==> config.mk <==
export PLATFORM = sky130hd
export DESIGN_NAME = ext_int_ctrl
export DESIGN_NICKNAME = d
export VERILOG_FILES = /design/src/include/ext_int_pkg.sv /design/src/ext_int_pin.sv /design/src/ext_int_ctrl.sv
export SDC_FILE = /design/constraint.sdc
export NUM_CORES = 1
export LEC_CHECK = 0
export ABC_CLOCK_PERIOD_IN_PS = 1430
export BUFFER_PORTS_ARGS = -buffer_cell sky130_fd_sc_hd__buf_2
export CAP_MARGIN = 20
export CORE_AREA = 5 5 68 70
export DETAILED_ROUTE_END_ITERATION = 8
export DIE_AREA = 0 0 73 75
export GPL_TIMING_DRIVEN = 0
export PLACE_DENSITY_LB_ADDON = 0.12
export SLEW_MARGIN = 25
export SYNTH_ARGS = -nofsm -noshare
export SYNTH_HDL_FRONTEND = slang
export SYNTH_SLANG_ARGS = --single-unit
==> constraint.sdc <==
create_clock -name clk_i -period 1.43 [get_ports clk_i]
set_input_delay 0 -clock clk_i [delete_from_list [all_inputs] [get_ports clk_i]]
set_output_delay 0 -clock clk_i [all_outputs]
set_load 0.02 [all_outputs]
==> src/include/ext_int_pkg.sv <==
// package: register map, field positions and bus carrier for the external interrupt block
package ext_int_pkg;

    // ****************************************
    // bus geometry
    // ****************************************
    localparam int WB_ADDR_WIDTH = 8;
    localparam int WB_DATA_WIDTH = 32;
    localparam int WB_SEL_WIDTH = 4;

    // ****************************************
    // register byte addresses
    // ****************************************
    localparam logic [WB_ADDR_WIDTH-1:0] EXT_INT_A_CONTROL_OFFSET = 8'h18;
    localparam logic [WB_ADDR_WIDTH-1:0] EXT_INT_B_STATUS_CONTROL_OFFSET = 8'h1C;
    localparam logic [WB_ADDR_WIDTH-1:0] IRQ_STATUS_OFFSET = 8'h20;
    localparam logic [WB_ADDR_WIDTH-1:0] IRQ_ENABLE_OFFSET = 8'h24;

    // ****************************************
    // field positions, shared by both pin control registers except the pull-up disable bit, which only the second pin's register has
    // ****************************************
    localparam int SENSE_BIT = 0;
    localparam int MASK_BIT = 1;
    localparam int ACK_BIT = 2;
    localparam int PENDING_BIT = 3;
    localparam int PULLUP_DISABLE_BIT = 6;

    // sticky event bits in status and enable registers
    localparam int EVENT_A_BIT = 0;
    localparam int EVENT_B_BIT = 1;
    localparam int EVENT_COUNT = 2;

    // ****************************************
    // reset values
    // ****************************************
    localparam logic [7:0] CONTROL_RESET = 8'h00;
    localparam logic [EVENT_COUNT-1:0] EVENT_RESET = 2'h0;

    // ****************************************
    // timing: synchroniser depth on each pin
    // ****************************************
    localparam int SYNC_STAGES_DEFAULT = 2;

    // ****************************************
    // carriers
    // ****************************************
    typedef struct packed {
        logic cyc;
        logic stb;
        logic we;
        logic [WB_ADDR_WIDTH-1:0] adr;
        logic [WB_SEL_WIDTH-1:0] sel;
        logic [WB_DATA_WIDTH-1:0] dat;
    } wb_req_type;

    typedef struct packed {
        logic pullup_disable;
        logic mask;
        logic sense;
    } pin_cfg_type;

endpackage

==> src/ext_int_pin.sv <==
// one external interrupt pin: synchroniser, falling edge detector and request latch
`timescale 1ns/1ps
module ext_int_pin
    import ext_int_pkg::*;
#(
    parameter int SYNC_STAGES = SYNC_STAGES_DEFAULT
)
(
    input wire logic clk_i,
    input wire logic rst_i,
    input wire logic pin_n_i,
    input wire logic sense_i,
    input wire logic ack_i,
    output logic latch_o,
    output logic set_o
);

    initial
    begin
        if (SYNC_STAGES < 2)
            $error("ext_int_pin: SYNC_STAGES must be at least 2");
    end

    logic [SYNC_STAGES-1:0] sync_q;
    logic prev_q;
    logic latch_q;
    logic pin_low;
    logic fall;

    // ****************************************
    // synchroniser; idle level is high so reset makes no edge
    // ****************************************
    always_ff @(posedge clk_i)
    begin
        if (rst_i)
            sync_q <= '1;
        else
            sync_q <= {sync_q[SYNC_STAGES-2:0], pin_n_i}; // see RULE_10
    end

    always_ff @(posedge clk_i)
    begin
        if (rst_i)
            prev_q <= 1'b1;
        else
            prev_q <= sync_q[SYNC_STAGES-1];
    end

    assign pin_low = ~sync_q[SYNC_STAGES-1];
    assign fall = prev_q & pin_low; // see RULE_10
    assign set_o = fall | (sense_i & pin_low); // see RULE_09

    // ****************************************
    // request latch; a new request wins over an acknowledge
    // ****************************************
    always_ff @(posedge clk_i)
    begin
        if (rst_i)
            latch_q <= 1'b0;
        else if (set_o)
            latch_q <= 1'b1; // see RULE_09
        else if (ack_i)
            latch_q <= 1'b0;
    end

    assign latch_o = latch_q;

    fall_single_a: assert property (@(posedge clk_i) disable iff (rst_i) fall |=> !fall) // see RULE_10
        else $error("falling edge seen for two cycles");

endmodule

==> src/ext_int_ctrl.sv <==
// external interrupt pin controller with wishbone register access
//
// Notes on behaviour
// RULE_01 - While the first pin's mask bit is 1 its requests are blocked, while 0 they pass, and reset clears it.
// RULE_02 - The first pin's sense bit picks falling edge plus low level when 1 and falling edge only when 0.
// RULE_03 - Bit 6 of the second pin's register disables that pin's pull-up when 1 and reset clears it.
// RULE_04 - Bit 3 of the second pin's register is a read-only flag showing that its request is pending.
// RULE_05 - Writing 1 to bit 2 of the second pin's register clears its latch, and the bit always reads 0.
// RULE_06 - Bit 1 of the second pin's register masks that pin's requests when 1 and reset clears it.
// RULE_07 - Bit 0 of the second pin's register picks falling edge plus low level when 1, edge only when 0.
// RULE_08 - The second pin's register sits at 0x1C, resets to zero and reads 0 in bits 7, 5 and 4.
// RULE_09 - A falling edge sets the latch, a low level holds it in level mode, and latch with clear mask requests.
// RULE_10 - Each pin is synchronised before edge detection so that one falling edge sets the latch once.
`timescale 1ns/1ps
module ext_int_ctrl
    import ext_int_pkg::*;
#(
    parameter int SYNC_STAGES = SYNC_STAGES_DEFAULT
)
(
    input wire logic clk_i,
    input wire logic rst_i,
    input wire wb_req_type wb_i,
    output logic [WB_DATA_WIDTH-1:0] wb_dat_o,
    output logic wb_ack_o,
    input wire logic ext_int_a_n_i,
    input wire logic ext_int_b_n_i,
    output logic cpu_irq_a_o,
    output logic cpu_irq_b_o,
    output logic ext_int_b_pullup_disable_o,
    output logic irq_o
);

    initial
    begin
        if (SYNC_STAGES < 2)
            $error("ext_int_ctrl: SYNC_STAGES must be at least 2");
    end

    // ****************************************
    // state
    // ****************************************
    pin_cfg_type a_cfg_q;
    pin_cfg_type b_cfg_q;
    logic [EVENT_COUNT-1:0] status_q;
    logic [EVENT_COUNT-1:0] enable_q;
    logic ack_q;
    logic [WB_DATA_WIDTH-1:0] dat_q;
    logic [WB_DATA_WIDTH-1:0] dat_d;

    logic latch_a;
    logic latch_b;
    logic set_a;
    logic set_b;
    logic ack_a;
    logic ack_b;
    logic req;
    logic wr;
    logic wr_a;
    logic wr_b;
    logic wr_status;
    logic wr_enable;
    logic [EVENT_COUNT-1:0] event_new;

    // ****************************************
    // bus decode
    // ****************************************
    assign req = wb_i.cyc & wb_i.stb;
    // writes take effect on the edge where the master sees ack
    assign wr = req & wb_i.we & ack_q & wb_i.sel[0];
    assign wr_a = wr & (wb_i.adr == EXT_INT_A_CONTROL_OFFSET);
    assign wr_b = wr & (wb_i.adr == EXT_INT_B_STATUS_CONTROL_OFFSET); // see RULE_08
    assign wr_status = wr & (wb_i.adr == IRQ_STATUS_OFFSET);
    assign wr_enable = wr & (wb_i.adr == IRQ_ENABLE_OFFSET);

    assign ack_a = wr_a & wb_i.dat[ACK_BIT];
    assign ack_b = wr_b & wb_i.dat[ACK_BIT]; // see RULE_05

    // ****************************************
    // bus acknowledge: one cycle after the request is seen
    // ****************************************
    always_ff @(posedge clk_i)
    begin
        if (rst_i)
            ack_q <= 1'b0;
        else
            ack_q <= req & ~ack_q;
    end

    assign wb_ack_o = ack_q;

    // ****************************************
    // read data, captured together with ack
    // ****************************************
    always_comb
    begin
        dat_d = '0;
        unique case (wb_i.adr)
            EXT_INT_A_CONTROL_OFFSET:
            begin
                dat_d[SENSE_BIT] = a_cfg_q.sense;
                dat_d[MASK_BIT] = a_cfg_q.mask;
                dat_d[PENDING_BIT] = latch_a;
            end
            EXT_INT_B_STATUS_CONTROL_OFFSET:
            begin
                dat_d[SENSE_BIT] = b_cfg_q.sense; // see RULE_07
                dat_d[MASK_BIT] = b_cfg_q.mask; // see RULE_06
                dat_d[PENDING_BIT] = latch_b; // see RULE_04
                dat_d[PULLUP_DISABLE_BIT] = b_cfg_q.pullup_disable; // see RULE_03
            end
            IRQ_STATUS_OFFSET:
            begin
                dat_d[EVENT_COUNT-1:0] = status_q;
            end
            IRQ_ENABLE_OFFSET:
            begin
                dat_d[EVENT_COUNT-1:0] = enable_q;
            end
            default:
            begin
                dat_d = '0;
            end
        endcase
    end

    always_ff @(posedge clk_i)
    begin
        if (rst_i)
            dat_q <= '0;
        else if (req & ~ack_q & ~wb_i.we)
            dat_q <= dat_d;
        else
            dat_q <= '0;
    end

    assign wb_dat_o = dat_q;

    // ****************************************
    // first pin control
    // ****************************************
    always_ff @(posedge clk_i)
    begin
        if (rst_i)
        begin
            a_cfg_q.mask <= CONTROL_RESET[MASK_BIT]; // see RULE_01
            a_cfg_q.sense <= CONTROL_RESET[SENSE_BIT]; // see RULE_02
            a_cfg_q.pullup_disable <= CONTROL_RESET[PULLUP_DISABLE_BIT];
        end
        else if (wr_a)
        begin
            a_cfg_q.mask <= wb_i.dat[MASK_BIT]; // see RULE_01
            a_cfg_q.sense <= wb_i.dat[SENSE_BIT]; // see RULE_02
            a_cfg_q.pullup_disable <= CONTROL_RESET[PULLUP_DISABLE_BIT];
        end
    end

    // ****************************************
    // second pin status and control
    // ****************************************
    always_ff @(posedge clk_i)
    begin
        if (rst_i)
        begin
            b_cfg_q.mask <= CONTROL_RESET[MASK_BIT]; // see RULE_06
            b_cfg_q.sense <= CONTROL_RESET[SENSE_BIT]; // see RULE_07
            b_cfg_q.pullup_disable <= CONTROL_RESET[PULLUP_DISABLE_BIT]; // see RULE_03
        end
        else if (wr_b)
        begin
            b_cfg_q.mask <= wb_i.dat[MASK_BIT]; // see RULE_06
            b_cfg_q.sense <= wb_i.dat[SENSE_BIT]; // see RULE_07
            b_cfg_q.pullup_disable <= wb_i.dat[PULLUP_DISABLE_BIT]; // see RULE_03
        end
    end

    assign ext_int_b_pullup_disable_o = b_cfg_q.pullup_disable; // see RULE_03

    // ****************************************
    // pin front ends
    // ****************************************
    ext_int_pin #(
        .SYNC_STAGES(SYNC_STAGES)
    ) pin_a (
        .clk_i(clk_i),
        .rst_i(rst_i),
        .pin_n_i(ext_int_a_n_i),
        .sense_i(a_cfg_q.sense),
        .ack_i(ack_a),
        .latch_o(latch_a),
        .set_o(set_a)
    );

    ext_int_pin #(
        .SYNC_STAGES(SYNC_STAGES)
    ) pin_b (
        .clk_i(clk_i),
        .rst_i(rst_i),
        .pin_n_i(ext_int_b_n_i),
        .sense_i(b_cfg_q.sense),
        .ack_i(ack_b),
        .latch_o(latch_b),
        .set_o(set_b)
    );

    // cpu requests gated by the mask bits
    assign cpu_irq_a_o = latch_a & ~a_cfg_q.mask; // see RULE_01
    assign cpu_irq_b_o = latch_b & ~b_cfg_q.mask; // see RULE_09

    // ****************************************
    // sticky event status, write one to clear; a new event wins
    // ****************************************
    assign event_new[EVENT_A_BIT] = set_a & ~latch_a;
    assign event_new[EVENT_B_BIT] = set_b & ~latch_b;

    always_ff @(posedge clk_i)
    begin
        if (rst_i)
            status_q <= EVENT_RESET;
        else if (wr_status)
            status_q <= (status_q & ~wb_i.dat[EVENT_COUNT-1:0]) | event_new;
        else
            status_q <= status_q | event_new;
    end

    always_ff @(posedge clk_i)
    begin
        if (rst_i)
            enable_q <= EVENT_RESET;
        else if (wr_enable)
            enable_q <= wb_i.dat[EVENT_COUNT-1:0];
    end

    assign irq_o = |(status_q & enable_q);

    // ****************************************
    // checks
    // ****************************************
    mask_a_gate_a: assert property (@(posedge clk_i) disable iff (rst_i)
        (wr_a && wb_i.dat[MASK_BIT]) |=> !cpu_irq_a_o) // see RULE_01
        else $error("first pin request passed while masked");

    level_a_hold_a: assert property (@(posedge clk_i) disable iff (rst_i)
        (a_cfg_q.sense && !ext_int_a_n_i && !wr_a)[*3] |=> latch_a) // see RULE_02
        else $error("first pin low level did not hold the latch");

    pullup_write_a: assert property (@(posedge clk_i) disable iff (rst_i)
        wr_b |=> ext_int_b_pullup_disable_o == $past(wb_i.dat[PULLUP_DISABLE_BIT])) // see RULE_03
        else $error("pull-up disable did not follow the write");

    pending_read_a: assert property (@(posedge clk_i) disable iff (rst_i)
        (req && !ack_q && !wb_i.we && wb_i.adr == EXT_INT_B_STATUS_CONTROL_OFFSET)
        |=> wb_ack_o && wb_dat_o[PENDING_BIT] == $past(latch_b)) // see RULE_04
        else $error("pending flag read does not match latch");

    ack_clear_a: assert property (@(posedge clk_i) disable iff (rst_i)
        (ack_b && !set_b) |=> !latch_b) // see RULE_05
        else $error("acknowledge did not clear the second latch");

    ack_reads_zero_a: assert property (@(posedge clk_i) disable iff (rst_i)
        wb_ack_o |-> !wb_dat_o[ACK_BIT]) // see RULE_05
        else $error("acknowledge bit read back as one");

    mask_b_gate_a: assert property (@(posedge clk_i) disable iff (rst_i)
        (wr_b && !wb_i.dat[MASK_BIT] && latch_b) |=> cpu_irq_b_o == latch_b) // see RULE_06
        else $error("second pin request blocked while unmasked");

    edge_only_b_a: assert property (@(posedge clk_i) disable iff (rst_i)
        (!b_cfg_q.sense && latch_b && ack_b && !set_b) |=> !latch_b) // see RULE_07
        else $error("edge mode latch re-set without an edge");

    unused_bits_a: assert property (@(posedge clk_i) disable iff (rst_i)
        (req && !ack_q && wb_i.adr == EXT_INT_B_STATUS_CONTROL_OFFSET)
        |=> wb_dat_o[7] == 1'b0 && wb_dat_o[5:4] == 2'h0) // see RULE_08
        else $error("unimplemented bits read as one");

    fall_sets_a: assert property (@(posedge clk_i) disable iff (rst_i)
        $rose(set_b) |=> latch_b && (b_cfg_q.mask || cpu_irq_b_o)) // see RULE_09
        else $error("falling edge did not raise the request");

    sync_delay_a: assert property (@(posedge clk_i) disable iff (rst_i)
        (ext_int_a_n_i && !latch_a && !a_cfg_q.sense)[*3] ##1 !ext_int_a_n_i |-> !latch_a) // see RULE_10
        else $error("latch set before the pin was synchronised");

    irq_out_a: assert property (@(posedge clk_i) disable iff (rst_i)
        (event_new[EVENT_B_BIT] && enable_q[EVENT_B_BIT] && !wr_enable) |=> irq_o)
        else $error("enabled event did not raise the interrupt");

    bus_ack_pulse_a: assert property (@(posedge clk_i) disable iff (rst_i)
        wb_ack_o |=> !wb_ack_o)
        else $error("bus acknowledge held for two cycles");

    level_b_hold_a: assert property (@(posedge clk_i) disable iff (rst_i)
        (b_cfg_q.sense && !ext_int_b_n_i && !wr_b)[*3] |=> latch_b) // see RULE_07
        else $error("second pin low level did not hold the latch");

    status_clear_a: assert property (@(posedge clk_i) disable iff (rst_i)
        (wr_status && wb_i.dat[EVENT_B_BIT] && !event_new[EVENT_B_BIT]) |=> !status_q[EVENT_B_BIT])
        else $error("status bit did not clear on write one");

    upper_zero_a: assert property (@(posedge clk_i) disable iff (rst_i)
        wb_ack_o |-> wb_dat_o[WB_DATA_WIDTH-1:8] == '0)
        else $error("read data above the register byte is not zero");

endmodule

==> metrics, run 1 <==
status completed; worst path bufs/invs 1; vias in the first global route 912; nets 241; antenna violations before repair 0; CTS tree yes; Initial DRC Count 22; Setup violations, final 0; Worst-Margin Slew 0.603 ns; total congestion overflow 0; setup TNS 0 ns; critical path, cell by cell nand3_4, or4_4, buf_6, mux2i_1; slowest CP cell or4_4; total power 1.45 mW; global-route wire length before repair 4000 um; largest net degree at the start of global routing 14; Worst path top cell family by delay simple AND/OR/NAND/NOR gates; worst setup path startpoint wb_ack_o; Switch Pwr 0.341 mW; Die Area 5480 um^2; Pre-antenna DRT Iters 4; CTS clock-pin slew for the worst setup and hold paths 0.08 ns; clk_skew 0.0113 ns; register area share after synthesis 38.8%; chip width 73 um; Yosys warning count 0; share of total power in the clock network 39.8%; Initial Utilization 29.0%; placed inst area 1450 um^2; CP arrival 1.53 ns; ANT nets after route 0; buffers added on ports 27; synth top area cells dfxtp_1 (39%), buf_4 (19%), mux2i_1 (8.8%); placed insts 231; LEAKAGE 0.781 nW; CP Max Fanout 5; max-slew violation count 0; Flop pwr share 43.8%; Max IR drop VDD 0.000517 V; dpl hpwl 2090 um; Mapped Area 1130 um^2; kind of critical path flip-flop to flip-flop; FP Rows 23; worst r2r src wb_ack_o; Gate Count Post-Synth 127; worst hold slack 0.00688 ns; setup ws final 0.0514 ns; Clock Path Buffers 2; # H-tree levels 1; via count 968; Die Span Y 75 um; routability congestion estimate 0.780; Core ar. 3910 um^2; Num CTS Buffers 3; Avg WL per Cell 10.6 um; Yosys reg bits 22; Critical Path End Type flip-flop; Pwr Density 909 nW/um^2; Hold/Removal Path Class primary input to flip-flop; max_slew headroom 59.4%; switching share of power 23.6%; Final min period 1.38 ns; post-synth top area cell dfxtp_1; most frequent cells in the layout buf_4 (28), conb_1 (28), buf_2 (27); finished layout cell area 1590 um^2; CTS root buf clkbuf_8; RSZ-0062 raised after global routing no; Layout area overhead 40.1%; FMAX 725 MHz; Critical Path RT 1.58 ns; drt drc 0; overall routing resource usage 9.51%; fin cells 239; Max Cap Viol 0; clk sinks 22; combinational share of power 16.4%; Fin. Hold Viols 0; Power Internal 1.11 mW; number of I/O pins 88; Startpoint Class flip-flop; Ant. Diodes 0; library cells used by synthesis 29; layout cells sized above 1 40.2%; Via-to-Cell Ratio 4.05; CP peak stage delay 0.54 ns; Final Util 40.6%; postcts setup bufs 0; later-pin clock latency in the skew report 0.27 ns; Tcrit/Tclk final 96.4%; worst hold start rst_i; Synth top area share 38.8%; synthesized area per cell 8.94 um^2; worst slack, placed -0.244 ns; final wirelength 2540 um
==> synthesized netlist by cell type <==
cell type / instances
nor4_1: 3
o22ai_1: 3
o21ai_0: 4
nand4_1: 1
o221a_2: 1
conb_1: 1
clkbuf_1: 2
or3_2: 1
nand3_1: 2
o211a_1: 2
buf_4: 28
inv_1: 6
nand2_1: 13
nand4bb_1: 1
a311oi_1: 1
or4_1: 2
nor2_1: 2
buf_2: 2
mux2i_1: 10
nand3b_1: 2
o21bai_1: 1
or3b_1: 1
or2_2: 7
dfxtp_1: 22
or4_2: 1
nor2b_1: 4
o221ai_1: 1
a2111oi_0: 1
nor3_1: 2
==> per-layer routing <==
| metal | vias to the layer above | wire length (um) | global-route usage, % | part of all wire, % |
|---|---|---|---|---|
| li1 | 499 | - | - | - |
| met3 | 5 | 215 | 3.34 | 8.5 |
| met4 | 0 | 31 | 3.07 | 1.2 |
| met5 | - | 0 | 0 | 0 |
| met1 | 434 | 986 | 9.49 | 39 |
| met2 | 30 | 1300 | 18.3 | 51 |
==> registers in the layout, summed over array words and instances, names as in the netlist <==
signal,cells
a_cfg_q,2
pin_b.prev_q,1
enable_q,2
wb_dat_o,4
pin_a.prev_q,1
pin_a.sync_q,2
pin_a.latch_o,1
pin_b.sync_q,2
b_cfg_q,2
ext_int_b_pullup_disable_o,1
status_q,2
wb_ack_o,1
pin_b.latch_o,1
==> power by group through the flow <==
stage	combinational (mW)	clock [mW]	sequential, mW
after floorplan	0.176	0	0.648
after global placement	0.222	0	0.648
after detailed placement	0.223	0	0.649
after CTS	0.233	0.596	0.634
after global routing	0.257	0.622	0.636
final	0.237	0.575	0.634
==> repair_timing <==
action	in CTS	in global routing
pin swaps	0	0
setup endpoints to repair	1	4
hold buffers	4	0
gates resized for setup	1	5
endpoints found under the hold margin	4	0
==> path summary, 6_finish.rpt <==
path / cells past startpoint / to / slack [ns]
worst max-delay path: 4 / b_cfg_q[0] / 0.05
worst min-delay path: 2 / pin_a.latch_o / 0.007
worst max register to register: 4 / b_cfg_q[0] / 0.05
worst min register to register: 1 / pin_a.sync_q[1] / 0.41
==> layout make-up <==
class                      count  area [um^2]
buffer                        32          240
clock buffer                   3         41.3
clock inverter                 1         30.0
fill                         411         2320
inverter                       6         22.5
multi-input combinational     94          574
sequential                    22          444
tap                           50         62.6
timing repair buffer          31          175
==> logic make-up after synthesis <==
family / count (synthesis) / synth area share (%)
AO/OA/AOI/OAI: 14 / 9.15
buffers and inverters: 38 / 22.1
flip-flops: 22 / 38.8
multiplexers: 10 / 8.82
other: 1 / 0.330
AND/OR/NAND/NOR: 42 / 20.8
(Power assumes the default switching activity.)
==> run 2, diff against run 1 <==
Settings changed: CORE_AREA 5 5 68 70 to 5 5 63 65, DIE_AREA 0 0 73 75 to 0 0 68 70.
==> run 2 against run 1 <==
Sequential power about the same. Setup slack got worse by 0.00086 ns. Cell count increased by 1.3%. Non-clock buffer count increased by 7. Critical path depth unchanged. Worst hold slack improved by 0.016 ns. Largest cell class unchanged. Die area decreased by 13%. Global-route usage increased by 1.7 points. Clock power decreased by 40%.
==> metrics, run 2 (same netlist as run 1, synthesis figures left out) <==
status completed; placed insts 227; CP peak stage delay 0.52 ns; hold path endpoint status_q[1]; Final Util 49.3%; clk sinks 22; Hold/Removal Path Class primary input to flip-flop; vias in the first global route 931; routability congestion estimate 0.825; max_slew headroom 67.1%; share of total power in the clock network 28.0%; CTS root buf clkbuf_4; buffers added on ports 27; CTS tree yes; Via-to-Cell Ratio 4.05; Layout area overhead 42.7%; dpl hpwl 2050 um; Die Span Y 70 um; Critical Path RT 1.64 ns; Avg WL per Cell 10.6 um; LEAKAGE 0.788 nW; Tcrit/Tclk final 96.5%; Critical Path End Type flip-flop; Initial DRC Count 33; Power Internal 0.899 mW; via count 980; setup ws final 0.0505 ns; Die Area 4760 um^2; CP Max Fanout 5; Fin. Hold Viols 0; total congestion overflow 0; most common cell after layout, fill and taps aside buf_4; slowest CP cell or4_1; # H-tree levels 1; largest net degree at the start of global routing 13; global-route wire length before repair 4070 um; layout cells sized above 1 38.8%; Largest register FFs 4; final wirelength 2570 um; nets 248; postcts setup bufs 0; Fillers 330; antenna violations before repair 0; later-pin clock latency in the skew report 0.31 ns; Pre-antenna DRT Iters 4; most frequent cells in the layout buf_4 (29), conb_1 (28), buf_2 (27); RR Endpoint b_cfg_q[1]; Core ar. 3280 um^2; kind of critical path flip-flop to flip-flop; critical path, cell by cell nand3_4, or4_1, buf_4, mux2i_1; chip width 68 um; worst r2r src wb_ack_o; Startpoint Class flip-flop; drt drc 0; number of I/O pins 88; R2R Setup Slk 0.05 ns; Worst-Margin Slew 0.481 ns; r2r worst-path depth 4; Num CTS Buffers 3; switching share of power 27.1%; finished layout cell area 1620 um^2; Ant. Diodes 0; Initial Utilization 34.6%; fin cells 242; worst slack, placed -0.244 ns; CTS clock-pin slew for the worst setup and hold paths 0.12 ns; FMAX 725 MHz; clk_skew 0.00340 ns; ANT nets after route 0; Switch Pwr 0.334 mW; worst hold start wb_i[1]; hold depth 3; Setup violations, final 0; combinational share of power 20.5%; Final min period 1.38 ns; Max IR drop VDD 0.000540 V; CP arrival 1.59 ns; placed inst area 1450 um^2; overall routing resource usage 11.2%; FP Rows 21; Max Cap Viol 0; Clock Path Buffers 2; Pwr Density 762 nW/um^2; Flop pwr share 51.4%; max-slew violation count 0
==> run 2: timing repair <==
item / 4_1_cts / 5_1_grt
gates resized for setup: 0 / 5
setup endpoints to repair: 0 / 8
hold endpoints to repair: 13 / 0
hold buffers: 11 / 0
==> run 2: power groups by stage <==
stage	Combinational, mW	Clock (mW)	Sequential [mW]
floorplan	0.176	0	0.648
global placement	0.221	0	0.648
detailed placement	0.223	0	0.649
CTS	0.246	0.365	0.635
global route	0.277	0.393	0.637
finish	0.253	0.346	0.634
==> run 2: final cells by class <==
cell class,count,area (um^2),area share [%]
Tap cell,46,57.6,3.55
Buffer,32,236,14.6
Sequential cell,22,444,27.4
Timing Repair Buffer,38,245,15.1
Clock buffer,4,36.3,2.24
Multi-Input combinational cell,94,577,35.6
Inverter,6,22.5,1.39
==> run 2: worst max-delay path, delay by kind of cell (launching register included) <==
kind,cells,cell delay (ns)
buf+inv,1,0.17
flops,1,0.38
mux,1,0.11
simple gates,2,0.61
==> run 2: routing by layer <==
metal | track usage, % | share of wire, % | wire length [um] | vias up
met5 | 0 | 0 | 0 | -
met4 | 3.53 | 0.93 | 24 | 0
met3 | 4.33 | 10 | 260 | 4
met2 | 19.0 | 48 | 1220 | 39
met1 | 12.6 | 41 | 1070 | 422
li1 | - | - | - | 515
==> run 2: how the worst max path moves through the flow <==
stage / cells past startpoint / start / to
6_report: 4 / wb_ack_o / b_cfg_q[1]
5_1_grt: 5 / rst_i / wb_dat_o[1]
4_1_cts: 3 / wb_ack_o / a_cfg_q[1]
3_5_place_dp: 5 / wb_i[43] / pin_a.latch_o
3_3_place_gp: 5 / wb_i[43] / pin_a.latch_o
2_1_floorplan: 5 / wb_i[43] / b_cfg_q[0]
==> run 2: stage by stage <==
step / TNS (ns) / total power [mW] / hold slack (ns)
global route: -0.0351 / 1.31 / 0.0302
floorplan: -0.115 / 0.824 / 0.0721
finish: 0 / 1.23 / 0.0224
CTS: 0 / 1.25 / 0.00857
global placement: -1.93 / 0.869 / 0.184
detailed placement: -2.11 / 0.872 / 0.187
==> run 3, diff against run 2 <==
Settings changed: ABC_CLOCK_PERIOD_IN_PS 1430 to 1200.
Clock period 1.43 ns to 1.2 ns, I/O delays scaled along.
==> run 3 against run 2 <==
Final area increased by 2.2%. Worst hold slack got worse by 0.055 ns. Clock skew increased by 0.0048 ns. Critical endpoint unchanged. First-iteration DRC count down 6.1%. Critical path type unchanged. Die area did not move. Clock-buffer cell count unchanged. The flow now finishes with violations (hold timing, setup timing).
==> metrics, run 3 (same netlist as run 1, synthesis figures left out) <==
Critical Path End Type flip-flop; Pwr Density 891 nW/um^2; clk sinks 22; worst path bufs/invs 0; total power 1.47 mW; most common cell after layout, fill and taps aside buf_4; Max Cap Viol 0; Die Span Y 70 um; Largest register FFs 4; nets 247; # H-tree levels 1; chip width 68 um; Worst path top cell family by delay simple AND/OR/NAND/NOR gates; CTS root buf clkbuf_4; number of I/O pins 88; kind of critical path flip-flop to flip-flop; RSZ-0062 raised after global routing yes; Via-to-Cell Ratio 4.06; Critical Path RT 1.41 ns; later-pin clock latency in the skew report 0.31 ns; worst hold slack -0.0330 ns; most frequent cells in the layout buf_4 (31), conb_1 (28), buf_2 (27); slowest CP cell or4_4; LEAKAGE 0.821 nW; CP Max Fanout 5; Max IR drop VDD 0.000489 V; Initial DRC Count 31; Layout area overhead 45.8%; Final Util 50.4%; global-route wire length before repair 4120 um; CP arrival 1.51 ns; Setup violations, final 13; worst slack, placed -0.490 ns; ANT nets after route 0; max-slew violation count 0; antenna violations before repair 0; Pre-antenna DRT Iters 4; critical path, cell by cell nand3_4, or4_4, mux2i_1; clk_skew 0.00823 ns; drt drc 0; routability congestion estimate 0.841; Tcrit/Tclk final 109%; Startpoint Class flip-flop; Final min period 1.30 ns; Multi-input gate area 629 um^2; largest net degree at the start of global routing 13; vias in the first global route 916; CTS tree yes; Die Area 4760 um^2; FP Rows 21; Hold/Removal Path Class primary input to flip-flop; final wirelength 2600 um; fin cells 241; layout cells sized above 1 41.0%; setup ws final -0.102 ns; FMAX 768 MHz; CP peak stage delay 0.59 ns; buffers added on ports 27; Num CTS Buffers 3; dpl hpwl 2020 um; R2R Setup Slk -0.10 ns; CTS clock-pin slew for the worst setup and hold paths 0.12 ns; failing checks hold timing, setup timing; total congestion overflow 0; status complete, but fails checks; via count 979; register area 442 um^2; Fin. Hold Viols 1; Ant. Diodes 0; placed insts 227; Avg WL per Cell 10.8 um; Core ar. 3280 um^2; Clock Path Buffers 2; Fillers 320; Initial Utilization 34.6%; overall routing resource usage 11.2%; Hold Buf Count CTS 8
[run 3: changes by cell type in the layout (fill, tap and decap cells not counted), sizes merged]
| cell | change |
|---|---|
| buf | +2 |
| dlygate4sd3 | -3 |
[run 3: area by class of cell]
cell class	count	share of cell area [%]
multi-input combinational	94	38.0
inverter	6	1.36
sequential	22	26.7
buffer	30	13.2
tap	46	3.48
timing repair buffer	39	15.1
clock buffer	4	2.19
[run 3: worst paths after layout]
kind	start	end	depth (start not counted)
min reg2reg	pin_a.sync_q[0]	pin_a.sync_q[1]	1
max	wb_ack_o	b_cfg_q[1]	3
max reg2reg	wb_ack_o	b_cfg_q[1]	3
min	rst_i	pin_b.prev_q	2
[run 3: timing repair]
action	in CTS	in global routing
pin swaps	6	3
endpoints found under the hold margin	9	1
setup endpoints to repair	13	16
buffers inserted	3	2
gates resized for setup	10	5
[run 3: stage by stage]
stage | setup TNS [ns] | instance area [um^2]
after detailed placement | -5.36 | 1450
after floorplan | -2.39 | 1250
final | -0.553 | 1650
after global placement | -5.22 | 1450
after CTS | -0.635 | 1630
after global routing | -1.61 | 1650
[run 3: power by group]
group          internal, mW  switching, mW
sequential            0.747        0.00974
combinational         0.139          0.169
clock                 0.185          0.225
total                  1.07          0.403
[run 3: metal layers]
layer | up-vias | part of all wire [%] | GRT usage, %
li1 | 517 | - | -
met1 | 424 | 39 | 11.8
met2 | 34 | 50 | 19.9
met3 | 4 | 10 | 4.65
met4 | 0 | 0.92 | 3.09
met5 | - | 0 | 0
